--- src/hdl/afecm_regs.vh ---
`ifndef AFECM_REGS_VH
`define AFECM_REGS_VH
// Register byte offsets
`define AFECM_SWRST_OFF 6'h00
`define AFECM_MODE_OFF 6'h04
`define AFECM_STATUS_OFF 6'h08
`define AFECM_OFFR_OFF 6'h0C
`define AFECM_OFFG_OFF 6'h10
`define AFECM_OFFB_OFF 6'h14
`define AFECM_GAINR_OFF 6'h18
`define AFECM_GAING_OFF 6'h1C
`define AFECM_GAINB_OFF 6'h20
// Mode register fields
`define AFECM_MODE_LSB 0
`define AFECM_MODE_MSB 1
`define AFECM_MSEL_LSB 2
`define AFECM_MSEL_MSB 3
`define AFECM_ACYC_BIT 4
`define AFECM_SSEL_LSB 5
`define AFECM_SSEL_MSB 6
`define AFECM_COMPAT_BIT 7
`define AFECM_CLCTL_BIT 8
`define AFECM_MODE_W 9
// Processing modes
`define AFECM_MD_COLOUR 2'h0
`define AFECM_MD_TWOCH 2'h1
`define AFECM_MD_MONO 2'h2
`define AFECM_MD_LINE 2'h3
// Channel / register set codes
`define AFECM_CH_R 2'h0
`define AFECM_CH_G 2'h1
`define AFECM_CH_B 2'h2
// Power-down patterns, bit0 red, bit1 green, bit2 blue
`define AFECM_PD_NONE 3'h0
`define AFECM_PD_TWOCH 3'h4
`define AFECM_PD_LINE 3'h6
`define AFECM_PD_ALL 3'h7
// Reset values and register widths
`define AFECM_MODE_RST 9'h000
`define AFECM_OFF_RST 8'h80
`define AFECM_GAIN_RST 9'h000
`define AFECM_OFF_W 8
`define AFECM_GAIN_W 9
`endif
--- src/hdl/afecm_mode_ctrl.v ---
// Summary of operation
// - While power-on reset is low, logic stays reset and control writes are dropped.
// - On power-on reset release, registers hold defaults and writes are accepted.
// - Power-on reset asserts when analogue or digital supply monitor reports low.
// - Colour mode samples three inputs and converts all three per pixel.
// - Two-channel mode converts red and green per pixel, blue powered down.
// - Mono mode uses selected channel only, others down; selection changeable between lines.
// - Line-by-line mode routes red input through red channel, green and blue down.
// - Auto-cycle: each reset-sample pulse steps gain/offset set red-green-blue-red.
// - Line-by-line mode also allows register-selected gain/offset set.
// - Each channel has an 8-bit offset and 9-bit gain register.
// - Each 16-bit result leaves over an 8-bit bus as two bytes.
// - Compatibility bit switches to older sampling timing, same control interface.
// - All configuration registers, offsets and gains included, are writable.
// - Auto-cycling in compatibility timing uses reset-sample strobe for cycling only.
`timescale 1ns/1ps
`include "afecm_regs.vh"
module afecm_mode_ctrl #(
  parameter RES_W = 16,
  parameter BYTE_W = 8
) (
  input wire clk,
  input wire rst_n,
  input wire [5:0] avsAddress,
  input wire avsRead,
  input wire avsWrite,
  input wire [31:0] avsWriteData,
  input wire [3:0] avsByteEnable,
  output reg [31:0] avsReadData,
  output reg avsWaitRequest,
  input wire analogueSupplyOk,
  input wire digitalCoreSupplyOk,
  input wire resetSampleStrobe,
  input wire videoSampleStrobe,
  input wire [RES_W-1:0] adcResult,
  input wire adcValid,
  output reg powerOnResetN,
  output reg [2:0] chanPowerDown,
  output reg convStart,
  output reg [1:0] convChannel,
  output reg [`AFECM_GAIN_W-1:0] gainApplied,
  output reg [`AFECM_OFF_W-1:0] offsetApplied,
  output reg [1:0] appliedSet,
  output reg compatTimingSelect,
  output reg clampClose,
  output reg [BYTE_W-1:0] outByte,
  output reg outByteValid,
  output reg outByteHigh
);
  reg anaS1_q, anaS2_q, digS1_q, digS2_q;
  reg rsmpS1_q, rsmpS2_q, rsmpD_q;
  reg vsmpS1_q, vsmpS2_q, vsmpD_q;
  reg [`AFECM_MODE_W-1:0] mode_q;
  reg [`AFECM_OFF_W-1:0] offR_q, offG_q, offB_q;
  reg [`AFECM_GAIN_W-1:0] gainR_q, gainG_q, gainB_q;
  reg [1:0] cyclePtr_q;
  reg [1:0] slotIdx_q;
  reg slotBusy_q;
  reg [BYTE_W-1:0] lowByte_q;
  reg lowPend_q;
  reg [31:0] rdData_d;
  reg [1:0] setSel_d;
  reg [1:0] chan_d;

  wire [1:0] procMode = mode_q[`AFECM_MODE_MSB:`AFECM_MODE_LSB];
  wire [1:0] monoSel = mode_q[`AFECM_MSEL_MSB:`AFECM_MSEL_LSB];
  wire [1:0] manualSet = mode_q[`AFECM_SSEL_MSB:`AFECM_SSEL_LSB];
  wire autoCycle = mode_q[`AFECM_ACYC_BIT];
  wire compat = mode_q[`AFECM_COMPAT_BIT];
  wire clampCtl = mode_q[`AFECM_CLCTL_BIT];
  wire lineMode = (procMode == `AFECM_MD_LINE);
  wire rsmpRise = rsmpS2_q & ~rsmpD_q;
  wire vsmpFall = ~vsmpS2_q & vsmpD_q;
  wire vsmpRise = vsmpS2_q & ~vsmpD_q;
  // Older timing starts a pixel on the video strobe rising edge
  wire pixelStart = compat ? vsmpRise : vsmpFall;
  wire busReq = (avsRead | avsWrite) & avsWaitRequest;
  wire wrTake = avsWrite & ~avsWaitRequest & powerOnResetN;
  wire swReset = wrTake && (avsAddress[5:2] == `AFECM_SWRST_OFF >> 2);
  wire lineEnter = wrTake && (avsAddress[5:2] == `AFECM_MODE_OFF >> 2)
    && !lineMode && (avsWriteData[`AFECM_MODE_MSB:`AFECM_MODE_LSB] == `AFECM_MD_LINE);

  function [31:0] merge;
    input [31:0] old;
    input [31:0] nw;
    input [3:0] be;
    integer i;
    begin
      merge = old;
      for (i = 0; i < 4; i = i + 1) begin
        if (be[i]) begin
          merge[i*8 +: 8] = nw[i*8 +: 8];
        end
      end
    end
  endfunction

  function wordHit;
    input [5:0] addr;
    input [5:0] off;
    begin
      wordHit = (addr[5:2] == off[5:2]);
    end
  endfunction

  // Number of converter slots per pixel
  function [1:0] slotCount;
    input [1:0] md;
    begin
      if (md == `AFECM_MD_COLOUR) begin
        slotCount = 2'h3;
      end else if (md == `AFECM_MD_TWOCH) begin
        slotCount = 2'h2;
      end else begin
        slotCount = 2'h1;
      end
    end
  endfunction

  function [1:0] monoChan;
    input [1:0] sel;
    begin
      monoChan = (sel == `AFECM_CH_G || sel == `AFECM_CH_B) ? sel : `AFECM_CH_R;
    end
  endfunction

  // Two-flop synchronisers for pins and supply monitors
  always @(posedge clk or negedge rst_n) begin
    if (!rst_n) begin
      anaS1_q <= 1'b0;
      anaS2_q <= 1'b0;
      digS1_q <= 1'b0;
      digS2_q <= 1'b0;
      rsmpS1_q <= 1'b0;
      rsmpS2_q <= 1'b0;
      rsmpD_q <= 1'b0;
      vsmpS1_q <= 1'b0;
      vsmpS2_q <= 1'b0;
      vsmpD_q <= 1'b0;
      powerOnResetN <= 1'b0;
    end else begin
      anaS1_q <= analogueSupplyOk;
      anaS2_q <= anaS1_q;
      digS1_q <= digitalCoreSupplyOk;
      digS2_q <= digS1_q;
      rsmpS1_q <= resetSampleStrobe;
      rsmpS2_q <= rsmpS1_q;
      rsmpD_q <= rsmpS2_q;
      vsmpS1_q <= videoSampleStrobe;
      vsmpS2_q <= vsmpS1_q;
      vsmpD_q <= vsmpS2_q;
      powerOnResetN <= anaS2_q & digS2_q;
    end
  end

  // Bus slave: one wait cycle, then a single-cycle acknowledge
  always @* begin
    rdData_d = 32'h0000_0000;
    if (wordHit(avsAddress, `AFECM_MODE_OFF)) begin
      rdData_d[`AFECM_MODE_W-1:0] = mode_q;
    end else if (wordHit(avsAddress, `AFECM_STATUS_OFF)) begin
      rdData_d = {25'h000_0000, chanPowerDown, cyclePtr_q, slotBusy_q, powerOnResetN};
    end else if (wordHit(avsAddress, `AFECM_OFFR_OFF)) begin
      rdData_d[`AFECM_OFF_W-1:0] = offR_q;
    end else if (wordHit(avsAddress, `AFECM_OFFG_OFF)) begin
      rdData_d[`AFECM_OFF_W-1:0] = offG_q;
    end else if (wordHit(avsAddress, `AFECM_OFFB_OFF)) begin
      rdData_d[`AFECM_OFF_W-1:0] = offB_q;
    end else if (wordHit(avsAddress, `AFECM_GAINR_OFF)) begin
      rdData_d[`AFECM_GAIN_W-1:0] = gainR_q;
    end else if (wordHit(avsAddress, `AFECM_GAING_OFF)) begin
      rdData_d[`AFECM_GAIN_W-1:0] = gainG_q;
    end else if (wordHit(avsAddress, `AFECM_GAINB_OFF)) begin
      rdData_d[`AFECM_GAIN_W-1:0] = gainB_q;
    end
  end

  always @(posedge clk or negedge rst_n) begin
    if (!rst_n) begin
      avsWaitRequest <= 1'b1;
      avsReadData <= 32'h0000_0000;
    end else begin
      avsWaitRequest <= ~busReq;
      if (busReq && avsRead) begin
        avsReadData <= rdData_d;
      end
    end
  end

  wire [31:0] wrMerged = merge(rdData_d, avsWriteData, avsByteEnable);

  // Control registers
  always @(posedge clk or negedge rst_n) begin
    if (!rst_n) begin
      mode_q <= `AFECM_MODE_RST;
      offR_q <= `AFECM_OFF_RST;
      offG_q <= `AFECM_OFF_RST;
      offB_q <= `AFECM_OFF_RST;
      gainR_q <= `AFECM_GAIN_RST;
      gainG_q <= `AFECM_GAIN_RST;
      gainB_q <= `AFECM_GAIN_RST;
    end else if (!powerOnResetN || swReset) begin
      mode_q <= `AFECM_MODE_RST;
      offR_q <= `AFECM_OFF_RST;
      offG_q <= `AFECM_OFF_RST;
      offB_q <= `AFECM_OFF_RST;
      gainR_q <= `AFECM_GAIN_RST;
      gainG_q <= `AFECM_GAIN_RST;
      gainB_q <= `AFECM_GAIN_RST;
    end else if (wrTake) begin
      if (wordHit(avsAddress, `AFECM_MODE_OFF)) begin
        mode_q <= wrMerged[`AFECM_MODE_W-1:0];
      end else if (wordHit(avsAddress, `AFECM_OFFR_OFF)) begin
        offR_q <= wrMerged[`AFECM_OFF_W-1:0];
      end else if (wordHit(avsAddress, `AFECM_OFFG_OFF)) begin
        offG_q <= wrMerged[`AFECM_OFF_W-1:0];
      end else if (wordHit(avsAddress, `AFECM_OFFB_OFF)) begin
        offB_q <= wrMerged[`AFECM_OFF_W-1:0];
      end else if (wordHit(avsAddress, `AFECM_GAINR_OFF)) begin
        gainR_q <= wrMerged[`AFECM_GAIN_W-1:0];
      end else if (wordHit(avsAddress, `AFECM_GAING_OFF)) begin
        gainG_q <= wrMerged[`AFECM_GAIN_W-1:0];
      end else if (wordHit(avsAddress, `AFECM_GAINB_OFF)) begin
        gainB_q <= wrMerged[`AFECM_GAIN_W-1:0];
      end
    end
  end

  // Auto-cycle pointer
  always @(posedge clk or negedge rst_n) begin
    if (!rst_n) begin
      cyclePtr_q <= `AFECM_CH_R;
    end else if (!powerOnResetN || swReset || lineEnter) begin
      cyclePtr_q <= `AFECM_CH_R;
    end else if (lineMode && autoCycle && rsmpRise) begin
      if (cyclePtr_q == `AFECM_CH_B) begin
        cyclePtr_q <= `AFECM_CH_R;
      end else begin
        cyclePtr_q <= cyclePtr_q + 2'h1;
      end
    end
  end

  // Sample channel and register set of the current slot
  always @* begin
    chan_d = slotIdx_q;
    setSel_d = slotIdx_q;
    if (procMode == `AFECM_MD_MONO) begin
      chan_d = monoChan(monoSel);
      setSel_d = monoChan(monoSel);
    end else if (lineMode) begin
      chan_d = `AFECM_CH_R;
      setSel_d = autoCycle ? cyclePtr_q : monoChan(manualSet);
    end
  end

  // Converter slot sequencer, one slot per clock
  always @(posedge clk or negedge rst_n) begin
    if (!rst_n) begin
      slotBusy_q <= 1'b0;
      slotIdx_q <= 2'h0;
      convStart <= 1'b0;
      convChannel <= `AFECM_CH_R;
      appliedSet <= `AFECM_CH_R;
      gainApplied <= `AFECM_GAIN_RST;
      offsetApplied <= `AFECM_OFF_RST;
    end else if (!powerOnResetN) begin
      slotBusy_q <= 1'b0;
      slotIdx_q <= 2'h0;
      convStart <= 1'b0;
    end else begin
      convStart <= 1'b0;
      if (pixelStart) begin
        slotBusy_q <= 1'b1;
        slotIdx_q <= 2'h0;
      end else if (slotBusy_q) begin
        convStart <= 1'b1;
        convChannel <= chan_d;
        appliedSet <= setSel_d;
        gainApplied <= (setSel_d == `AFECM_CH_G) ? gainG_q :
          (setSel_d == `AFECM_CH_B) ? gainB_q : gainR_q;
        offsetApplied <= (setSel_d == `AFECM_CH_G) ? offG_q :
          (setSel_d == `AFECM_CH_B) ? offB_q : offR_q;
        if (slotIdx_q + 2'h1 >= slotCount(procMode)) begin
          slotBusy_q <= 1'b0;
          slotIdx_q <= 2'h0;
        end else begin
          slotIdx_q <= slotIdx_q + 2'h1;
        end
      end
    end
  end

  // Channel power-down and clamp control
  always @(posedge clk or negedge rst_n) begin
    if (!rst_n) begin
      chanPowerDown <= `AFECM_PD_ALL;
      compatTimingSelect <= 1'b0;
      clampClose <= 1'b0;
    end else if (!powerOnResetN) begin
      chanPowerDown <= `AFECM_PD_ALL;
      compatTimingSelect <= 1'b0;
      clampClose <= 1'b0;
    end else begin
      compatTimingSelect <= compat;
      if (procMode == `AFECM_MD_COLOUR) begin
        chanPowerDown <= `AFECM_PD_NONE;
      end else if (procMode == `AFECM_MD_TWOCH) begin
        chanPowerDown <= `AFECM_PD_TWOCH;
      end else if (procMode == `AFECM_MD_MONO) begin
        chanPowerDown <= `AFECM_PD_ALL & ~(3'h1 << monoChan(monoSel));
      end else begin
        chanPowerDown <= `AFECM_PD_LINE;
      end
      if (compat && lineMode && autoCycle) begin
        clampClose <= clampCtl & vsmpS2_q;
      end else if (compat) begin
        clampClose <= rsmpS2_q & vsmpS2_q;
      end else if (clampCtl) begin
        clampClose <= rsmpS2_q & vsmpS2_q;
      end else begin
        clampClose <= rsmpS2_q;
      end
    end
  end

  // Result serialiser: high byte first, low byte next cycle
  always @(posedge clk or negedge rst_n) begin
    if (!rst_n) begin
      outByte <= {BYTE_W{1'b0}};
      outByteValid <= 1'b0;
      outByteHigh <= 1'b0;
      lowByte_q <= {BYTE_W{1'b0}};
      lowPend_q <= 1'b0;
    end else if (!powerOnResetN) begin
      outByteValid <= 1'b0;
      outByteHigh <= 1'b0;
      lowPend_q <= 1'b0;
    end else if (adcValid) begin
      outByte <= adcResult[RES_W-1 -: BYTE_W];
      outByteValid <= 1'b1;
      outByteHigh <= 1'b1;
      lowByte_q <= adcResult[BYTE_W-1:0];
      lowPend_q <= 1'b1;
    end else if (lowPend_q) begin
      outByte <= lowByte_q;
      outByteValid <= 1'b1;
      outByteHigh <= 1'b0;
      lowPend_q <= 1'b0;
    end else begin
      outByteValid <= 1'b0;
      outByteHigh <= 1'b0;
    end
  end
endmodule

--- config.mk ---
export PLATFORM = sky130hd
export DESIGN_NAME = afecm_mode_ctrl
export DESIGN_NICKNAME = d
export VERILOG_FILES = /design/src/hdl/afecm_mode_ctrl.v
export VERILOG_INCLUDE_DIRS = /design/src /design/src/hdl
export SDC_FILE = /design/constraint.sdc
export NUM_CORES = 1
export LEC_CHECK = 0
export BUFFER_PORTS_ARGS = -buffer_cell sky130_fd_sc_hd__buf_2
export CAP_MARGIN = 40
export CORE_ASPECT_RATIO = 0.8
export CORE_MARGIN = 1
export CORE_UTILIZATION = 27
export DETAILED_ROUTE_END_ITERATION = 16
export RECOVER_POWER = 100
export SYNTH_ARGS = -nofsm -noshare
export SYNTH_HDL_FRONTEND = slang
export SYNTH_SLANG_ARGS = --single-unit
export TNS_END_PERCENT = 10
--- constraint.sdc ---
create_clock -name clk -period 2.7 [get_ports clk]
set_input_delay 0.405 -clock clk [delete_from_list [all_inputs] [get_ports clk]]
set_output_delay 0.405 -clock clk [all_outputs]
set_load 0.02 [all_outputs]
* Word level (Yosys, flattened, before mapping)
Cells that the tools add are included.
** Storage, ports and cells
- Register bits after elaboration :: 131
- Output and inout port bits :: 71
- Word-level logic and storage cells :: 221
** Operators by class
- $add $sub $neg :: 2
- Order comparisons :: 1
- Equal/unequal tests :: 26
- Shift operators :: 1
- Mux-type cells :: 102
- Bitwise gates (word level) :: 17
- Reductions and logical operators :: 37
** Operators by type and width (number)
- $mux W9 :: 34
- $mux W8 :: 23
- $mux W2 :: 19
- $mux W1 :: 22
- $reduce_bool A2 Y1 :: 10
- $eq A4 B3 Y1 const B :: 4
- $eq A2 B2 Y1 const B :: 7
- $mux W3 :: 4
- $ne A2 B1 Y1 const B :: 6
- $and A1 B1 Y1 :: 9
- $logic_and A1 B1 Y1 :: 9
- $eq A2 B1 Y1 const B :: 4
- $eq A4 B2 Y1 const B :: 2
- $reduce_and A8 Y1 :: 1
- $reduce_and A7 Y1 :: 1
- $not A1 Y1 :: 6
- $reduce_and A2 Y1 :: 3
- $reduce_and A3 Y1 :: 2
- $reduce_and A6 Y1 :: 1
- $reduce_and A5 Y1 :: 1
- $add A2 B1 Y2 const B :: 2
- $eq A4 B1 Y1 const B :: 1
- $eq A4 B4 Y1 const B :: 1
- $logic_not A4 Y1 :: 1
- other kinds (9) :: 13

* Longest topological paths before layout
- Depth in word-level cells :: 19
- Mapped depth :: 10
- Depth with buffers taken out :: 7

* Worst setup path before layout
Ideal clock, no wire load.
- Kind :: input to register
- Start point :: input avsAddress[2]
- End point :: register gainB_q[2]
- Arrival :: 2056 ps
- Data required time :: 2552 ps
- Path slack :: 496 ps
- Cell stages on the path :: 7
- Path through :: buf_2 > buf_2 > or3b_2 > a21oi_1 > o22ai_1 > a221oi_1 > o31ai_1
** Between the ends
- Word-level cells in the longest chain between the ends :: 19
- Elaborated cells between the ends (all ways) :: 38
- Classes of those cells :: eq/ne: 14; mux: 18; reduce/logical: 6
** Ends and longest elaborated chain
- start: declaration :: line afecm_mode_ctrl.v:24 : input wire [5:0] avsAddress,
- $eq A4 B4 Y1 :: line afecm_mode_ctrl.v:102 : wordHit = (addr[5:2] == off[5:2]);
- $mux W9 :: line afecm_mode_ctrl.v:173 : end else if (wordHit(avsAddress, `AFECM_GAINB_OFF)) begin
- $mux W9 :: line afecm_mode_ctrl.v:171 : end else if (wordHit(avsAddress, `AFECM_GAING_OFF)) begin
- $mux W9 :: line afecm_mode_ctrl.v:169 : end else if (wordHit(avsAddress, `AFECM_GAINR_OFF)) begin
- $mux W8 :: line afecm_mode_ctrl.v:167 : end else if (wordHit(avsAddress, `AFECM_OFFB_OFF)) begin
- $mux W8 :: line afecm_mode_ctrl.v:165 : end else if (wordHit(avsAddress, `AFECM_OFFG_OFF)) begin
- $mux W8 :: line afecm_mode_ctrl.v:163 : end else if (wordHit(avsAddress, `AFECM_OFFR_OFF)) begin
- $mux W9 :: line afecm_mode_ctrl.v:161 : end else if (wordHit(avsAddress, `AFECM_STATUS_OFF)) begin
- (+3 left out)
- $mux W9 :: line afecm_mode_ctrl.v:221 : end else if (wordHit(avsAddress, `AFECM_GAING_OFF)) begin
- $mux W9 :: line afecm_mode_ctrl.v:219 : end else if (wordHit(avsAddress, `AFECM_GAINR_OFF)) begin
- $mux W9 :: line afecm_mode_ctrl.v:217 : end else if (wordHit(avsAddress, `AFECM_OFFB_OFF)) begin
- $mux W9 :: line afecm_mode_ctrl.v:215 : end else if (wordHit(avsAddress, `AFECM_OFFG_OFF)) begin
- $mux W9 :: line afecm_mode_ctrl.v:213 : end else if (wordHit(avsAddress, `AFECM_OFFR_OFF)) begin
- $mux W9 :: line afecm_mode_ctrl.v:211 : if (wordHit(avsAddress, `AFECM_MODE_OFF)) begin
- $mux W9 :: line afecm_mode_ctrl.v:210 : end else if (wrTake) begin
- $mux W9 :: line afecm_mode_ctrl.v:202 : end else if (!powerOnResetN || swReset) begin
- end signal: assignment :: line afecm_mode_ctrl.v:201 : gainB_q <= `AFECM_GAIN_RST;
- end signal: assignment :: line afecm_mode_ctrl.v:209 : gainB_q <= `AFECM_GAIN_RST;
- end signal: assignment :: line afecm_mode_ctrl.v:224 : gainB_q <= wrMerged[`AFECM_GAIN_W-1:0];
- end: declaration :: line afecm_mode_ctrl.v:55 : reg [`AFECM_GAIN_W-1:0] gainR_q, gainG_q, gainB_q;
Several ways; a longest one is shown, not always the timed one. The select of a mux whose other input is x is not followed.
A chain may end at the register's enable or synchronous reset.

* Worst setup path after layout
- Start point :: register avsWaitRequest
- End point :: register gainR_q[6]
** Between the ends
- Word-level cells in the longest chain between the ends :: 7
- Elaborated cells between the ends (all ways) :: 13
- Classes of those cells :: eq/ne: 4; mux: 1; bitwise: 3; reduce/logical: 5
** Ends and longest elaborated chain
- start: declaration :: line afecm_mode_ctrl.v:30 : output reg avsWaitRequest,
- start signal: assignment :: line afecm_mode_ctrl.v:183 : avsWaitRequest <= ~busReq;
- $not A1 Y1 (*) :: line afecm_mode_ctrl.v:78 : wire wrTake = avsWrite & ~avsWaitRequest & powerOnResetN;
- $and A1 B1 Y1 (*) (2 in series) :: line afecm_mode_ctrl.v:78
- $logic_and A1 B1 Y1 :: line afecm_mode_ctrl.v:79 : wire swReset = wrTake && (avsAddress[5:2] == `AFECM_SWRST_OFF >> 2);
- $logic_or A1 B1 Y1 :: line afecm_mode_ctrl.v:202
- $ne A2 B1 Y1 (no source line) / $reduce_bool A2 Y1 (equally long branches)
- $reduce_and A6 Y1 (no source line)
- end signal: assignment :: line afecm_mode_ctrl.v:199 : gainR_q <= `AFECM_GAIN_RST;
- end signal: assignment :: line afecm_mode_ctrl.v:207 : gainR_q <= `AFECM_GAIN_RST;
- end signal: assignment :: line afecm_mode_ctrl.v:220 : gainR_q <= wrMerged[`AFECM_GAIN_W-1:0];
- end: declaration :: line afecm_mode_ctrl.v:55
Mark *: on every way between the ends. The rest lies on a longest branch, timed or not.

==> impl_metrics.env <==
export IMPL_drive_gt1_share_pct=16.4
export IMPL_skew_ps=8.24
export IMPL_grt_overflow_total=0
export IMPL_ant_nets=0
export IMPL_slew_violations=0
export IMPL_synth_cell_types=69
export IMPL_antennaDiodeCount=0
export IMPL_yosys_top_cells_area="dfrtp_1 (44%), nand2_1 (4.6%), a22oi_1 (4.4%)"
export IMPL_fin_crit_ps=2360
export IMPL_cp_max_fo=11
export IMPL_dieArea_um2=26400
export IMPL_cp_start_kind="flop"
export IMPL_drt_iter0_markers=483
export IMPL_grt_pass1_wl_mm=34.0
export IMPL_syn_avg_cell_area_um2=9.69
export IMPL_setup_viol=0
export IMPL_holdWs_ps=80.5
export IMPL_synth_edf_count=0
export IMPL_worst_slew_margin_rel_pct=21.5
export IMPL_die_x_um=181
export IMPL_cts_htree_levels=4
export IMPL_viasPerCell=5.17
export IMPL_grt_pass1_vias=5774
export IMPL_setup_slack_ps=344
export IMPL_clock_latency_ps=430
export IMPL_run_status="finished, final reports clean"
export IMPL_cts_path_max_buffers=2
export IMPL_cts_tree="done"
export IMPL_p_leak_nw=3.47
export IMPL_start_util_pct=27.5
export IMPL_cts_root_buffer_cell="clkbuf_16"
export IMPL_synth_top_area_cell="dfrtp_1"
export IMPL_core_um2=25300
export IMPL_critPathCaptureType="flop"
export IMPL_cp_required_ps=3030
export IMPL_worst_slew_pin_transition_ps=1180
export IMPL_path_class="flop to flop"
export IMPL_timing_setup_tns_ps=0
export IMPL_grt_max_degree=48
export IMPL_synth_top_area_share_pct=44.3
export IMPL_multi_input_area_um2=3180
export IMPL_rows=52
export IMPL_nets=888
export IMPL_wl_per_cell_um=18.7
export IMPL_cts_sinks=131
export IMPL_clk_pin_slew_ps=60
export IMPL_synthArstFlopShare_pct=100
export IMPL_placed_cells=1120
export IMPL_antenna_found_initial=0
export IMPL_io_pin_count=138
export IMPL_hold_path_class="input pin to flop"
export IMPL_fp_dieH_um=146
export IMPL_arrival_ps=2690
export IMPL_rsz0062_at_grt="no"
export IMPL_synth_ff_type="dfrtp_1"
export IMPL_syn_inst=718
export IMPL_ir_worst_vdd_uv=403
export IMPL_preCtsSetupSlack_ps=105
export IMPL_fmax_mhz=424
export IMPL_hpwl_mm=16.1
export IMPL_wl_mm=21.6
export IMPL_post_cts_resized=0
export IMPL_detail_route_first_pass_iterations=5
export IMPL_yosysWarnings=0
export IMPL_gp_congestion=0.905
export IMPL_io_buffer_count=87
export IMPL_hold_viol=0
export IMPL_ys_seq_elements=131
export IMPL_netlist_area_um2=6960
export IMPL_area_growth_pct=18.4
export IMPL_vias=5956
export IMPL_final_core_util_pct=32.5
export IMPL_ys_seq_area_share_pct=47.3
export IMPL_p_per_area_nw_per_um2=628
export IMPL_period_share_pct=87.3
export IMPL_finalNonFillerCells=1153
export IMPL_fillers=2657
export IMPL_ff_latch_area_um2=3290
export IMPL_grt_use_total_pct=16.9
export IMPL_cts_buffers=17
export IMPL_drv_cap=0
export IMPL_drc=0
-- cell families after synthesis --
group / Yosys count / synth area share, %
compound gates: 224 / 23.7
simple gates: 223 / 16.1
flops: 131 / 47.3
buf+inv: 104 / 7.48
mux: 28 / 4.23
fa+ha+maj: 5 / 0.899
xor+xnor: 2 / 0.252
other cells: 1 / 0.0539
-- timing repair --
action / 4_1_cts / 5_1_grt
setup endpoints to repair: 0 / 0
hold endpoints to repair: 42 / 0
buffers inserted: 0 / 0
hold buffers: 1 / 0
-- synth_stat cells (11+ instances only) --
cell type	n
nand2b_1	23
inv_1	27
buf_4	23
nor2_1	35
o31ai_1	19
a21oi_1	29
mux2_2	11
dfrtp_1	123
o21ai_0	49
a22oi_1	41
a22o_1	12
nor2b_1	15
and2_1	11
nand2_1	86
clkbuf_1	36
mux2i_1	17
-- critical path, cell delays in order, from the launching register on --
cell and delay (ps):
dfstp_1 620, nand2b_1 370, nand4b_1 280, and2_0 690, a22oi_1 140, o21ai_0 150
-- layout by cell type, fill, tap and decap left out, drive strengths merged, types with 19 or more instances in the layout --
| cell | n |
|---|---|
| a21oi | 29 |
| clkbuf | 79 |
| nand2 | 86 |
| buf | 73 |
| o31ai | 19 |
| inv | 29 |
| a22oi | 41 |
| o21ai | 52 |
| nor2 | 35 |
| conb | 23 |
| dfrtp | 123 |
| nand2b | 23 |
-- power breakdown --
group          internal, mW  switching (mW)  total, mW
sequential             2.11          0.0995       2.21
clock                  1.29           0.908       2.19
combinational         0.254           0.519      0.772
total                  3.65            1.53       5.17
-- through the flow --
stage	power (mW)	area, um^2
floorplan	2.72	7040
global placement	3.03	7840
detailed placement	3.04	7840
CTS	5.26	8400
global route	5.41	8240
finish	5.17	8240
-- worst paths after layout --
| check | from | end | slack, ps | depth (start not counted) |
|---|---|---|---|---|
| min in group asynchronous | rst_n | gainApplied[4]$_DFFE_PN0P_ | 750 | 2 |
| max | avsWaitRequest$_DFF_PN1_ | gainR_q[6]$_DFFE_PN0P_ | 340 | 5 |
| min | resetSampleStrobe | rsmpS1_q$_DFF_PN0_ | 80 | 1 |
| max in group asynchronous | rst_n | outByte[3]$_DFFE_PN0P_ | 580 | 3 |
| min reg2reg | digS1_q$_DFF_PN0_ | digS2_q$_DFF_PN0_ | 350 | 0 |
| max reg2reg | avsWaitRequest$_DFF_PN1_ | gainR_q[6]$_DFFE_PN0P_ | 340 | 5 |
-- registers in the layout (all words and copies together), names as in the netlist, 2 cells and up --
register and count:
offR_q 8, offB_q 8, gainG_q 9, gainB_q 9
mode_q 9, slotIdx_q 2, cyclePtr_q 2, appliedSet 2
gainApplied 9, convChannel 2, offsetApplied 8, offG_q 8
gainR_q 9, outByte 8, avsReadData 9, chanPowerDown 3
lowByte_q 8
-- final cells by class --
class / instances / area share, %
clock inverters: 13 / 1.34
repair buffers: 134 / 8.64
well taps: 324 / 4.92
inverters: 27 / 1.23
flip-flops and latches: 131 / 39.9
multi-input cells: 505 / 38.6
clock buffers: 19 / 5.38
-- metal layers --
metal / share of wire, % / track usage [%]
met5: 0 / 0
met4: 1.5 / 5.55
met3: 6.9 / 3.45
met2: 43 / 24.1
met1: 48 / 25.3
Power figures use the tool's default switching activity.
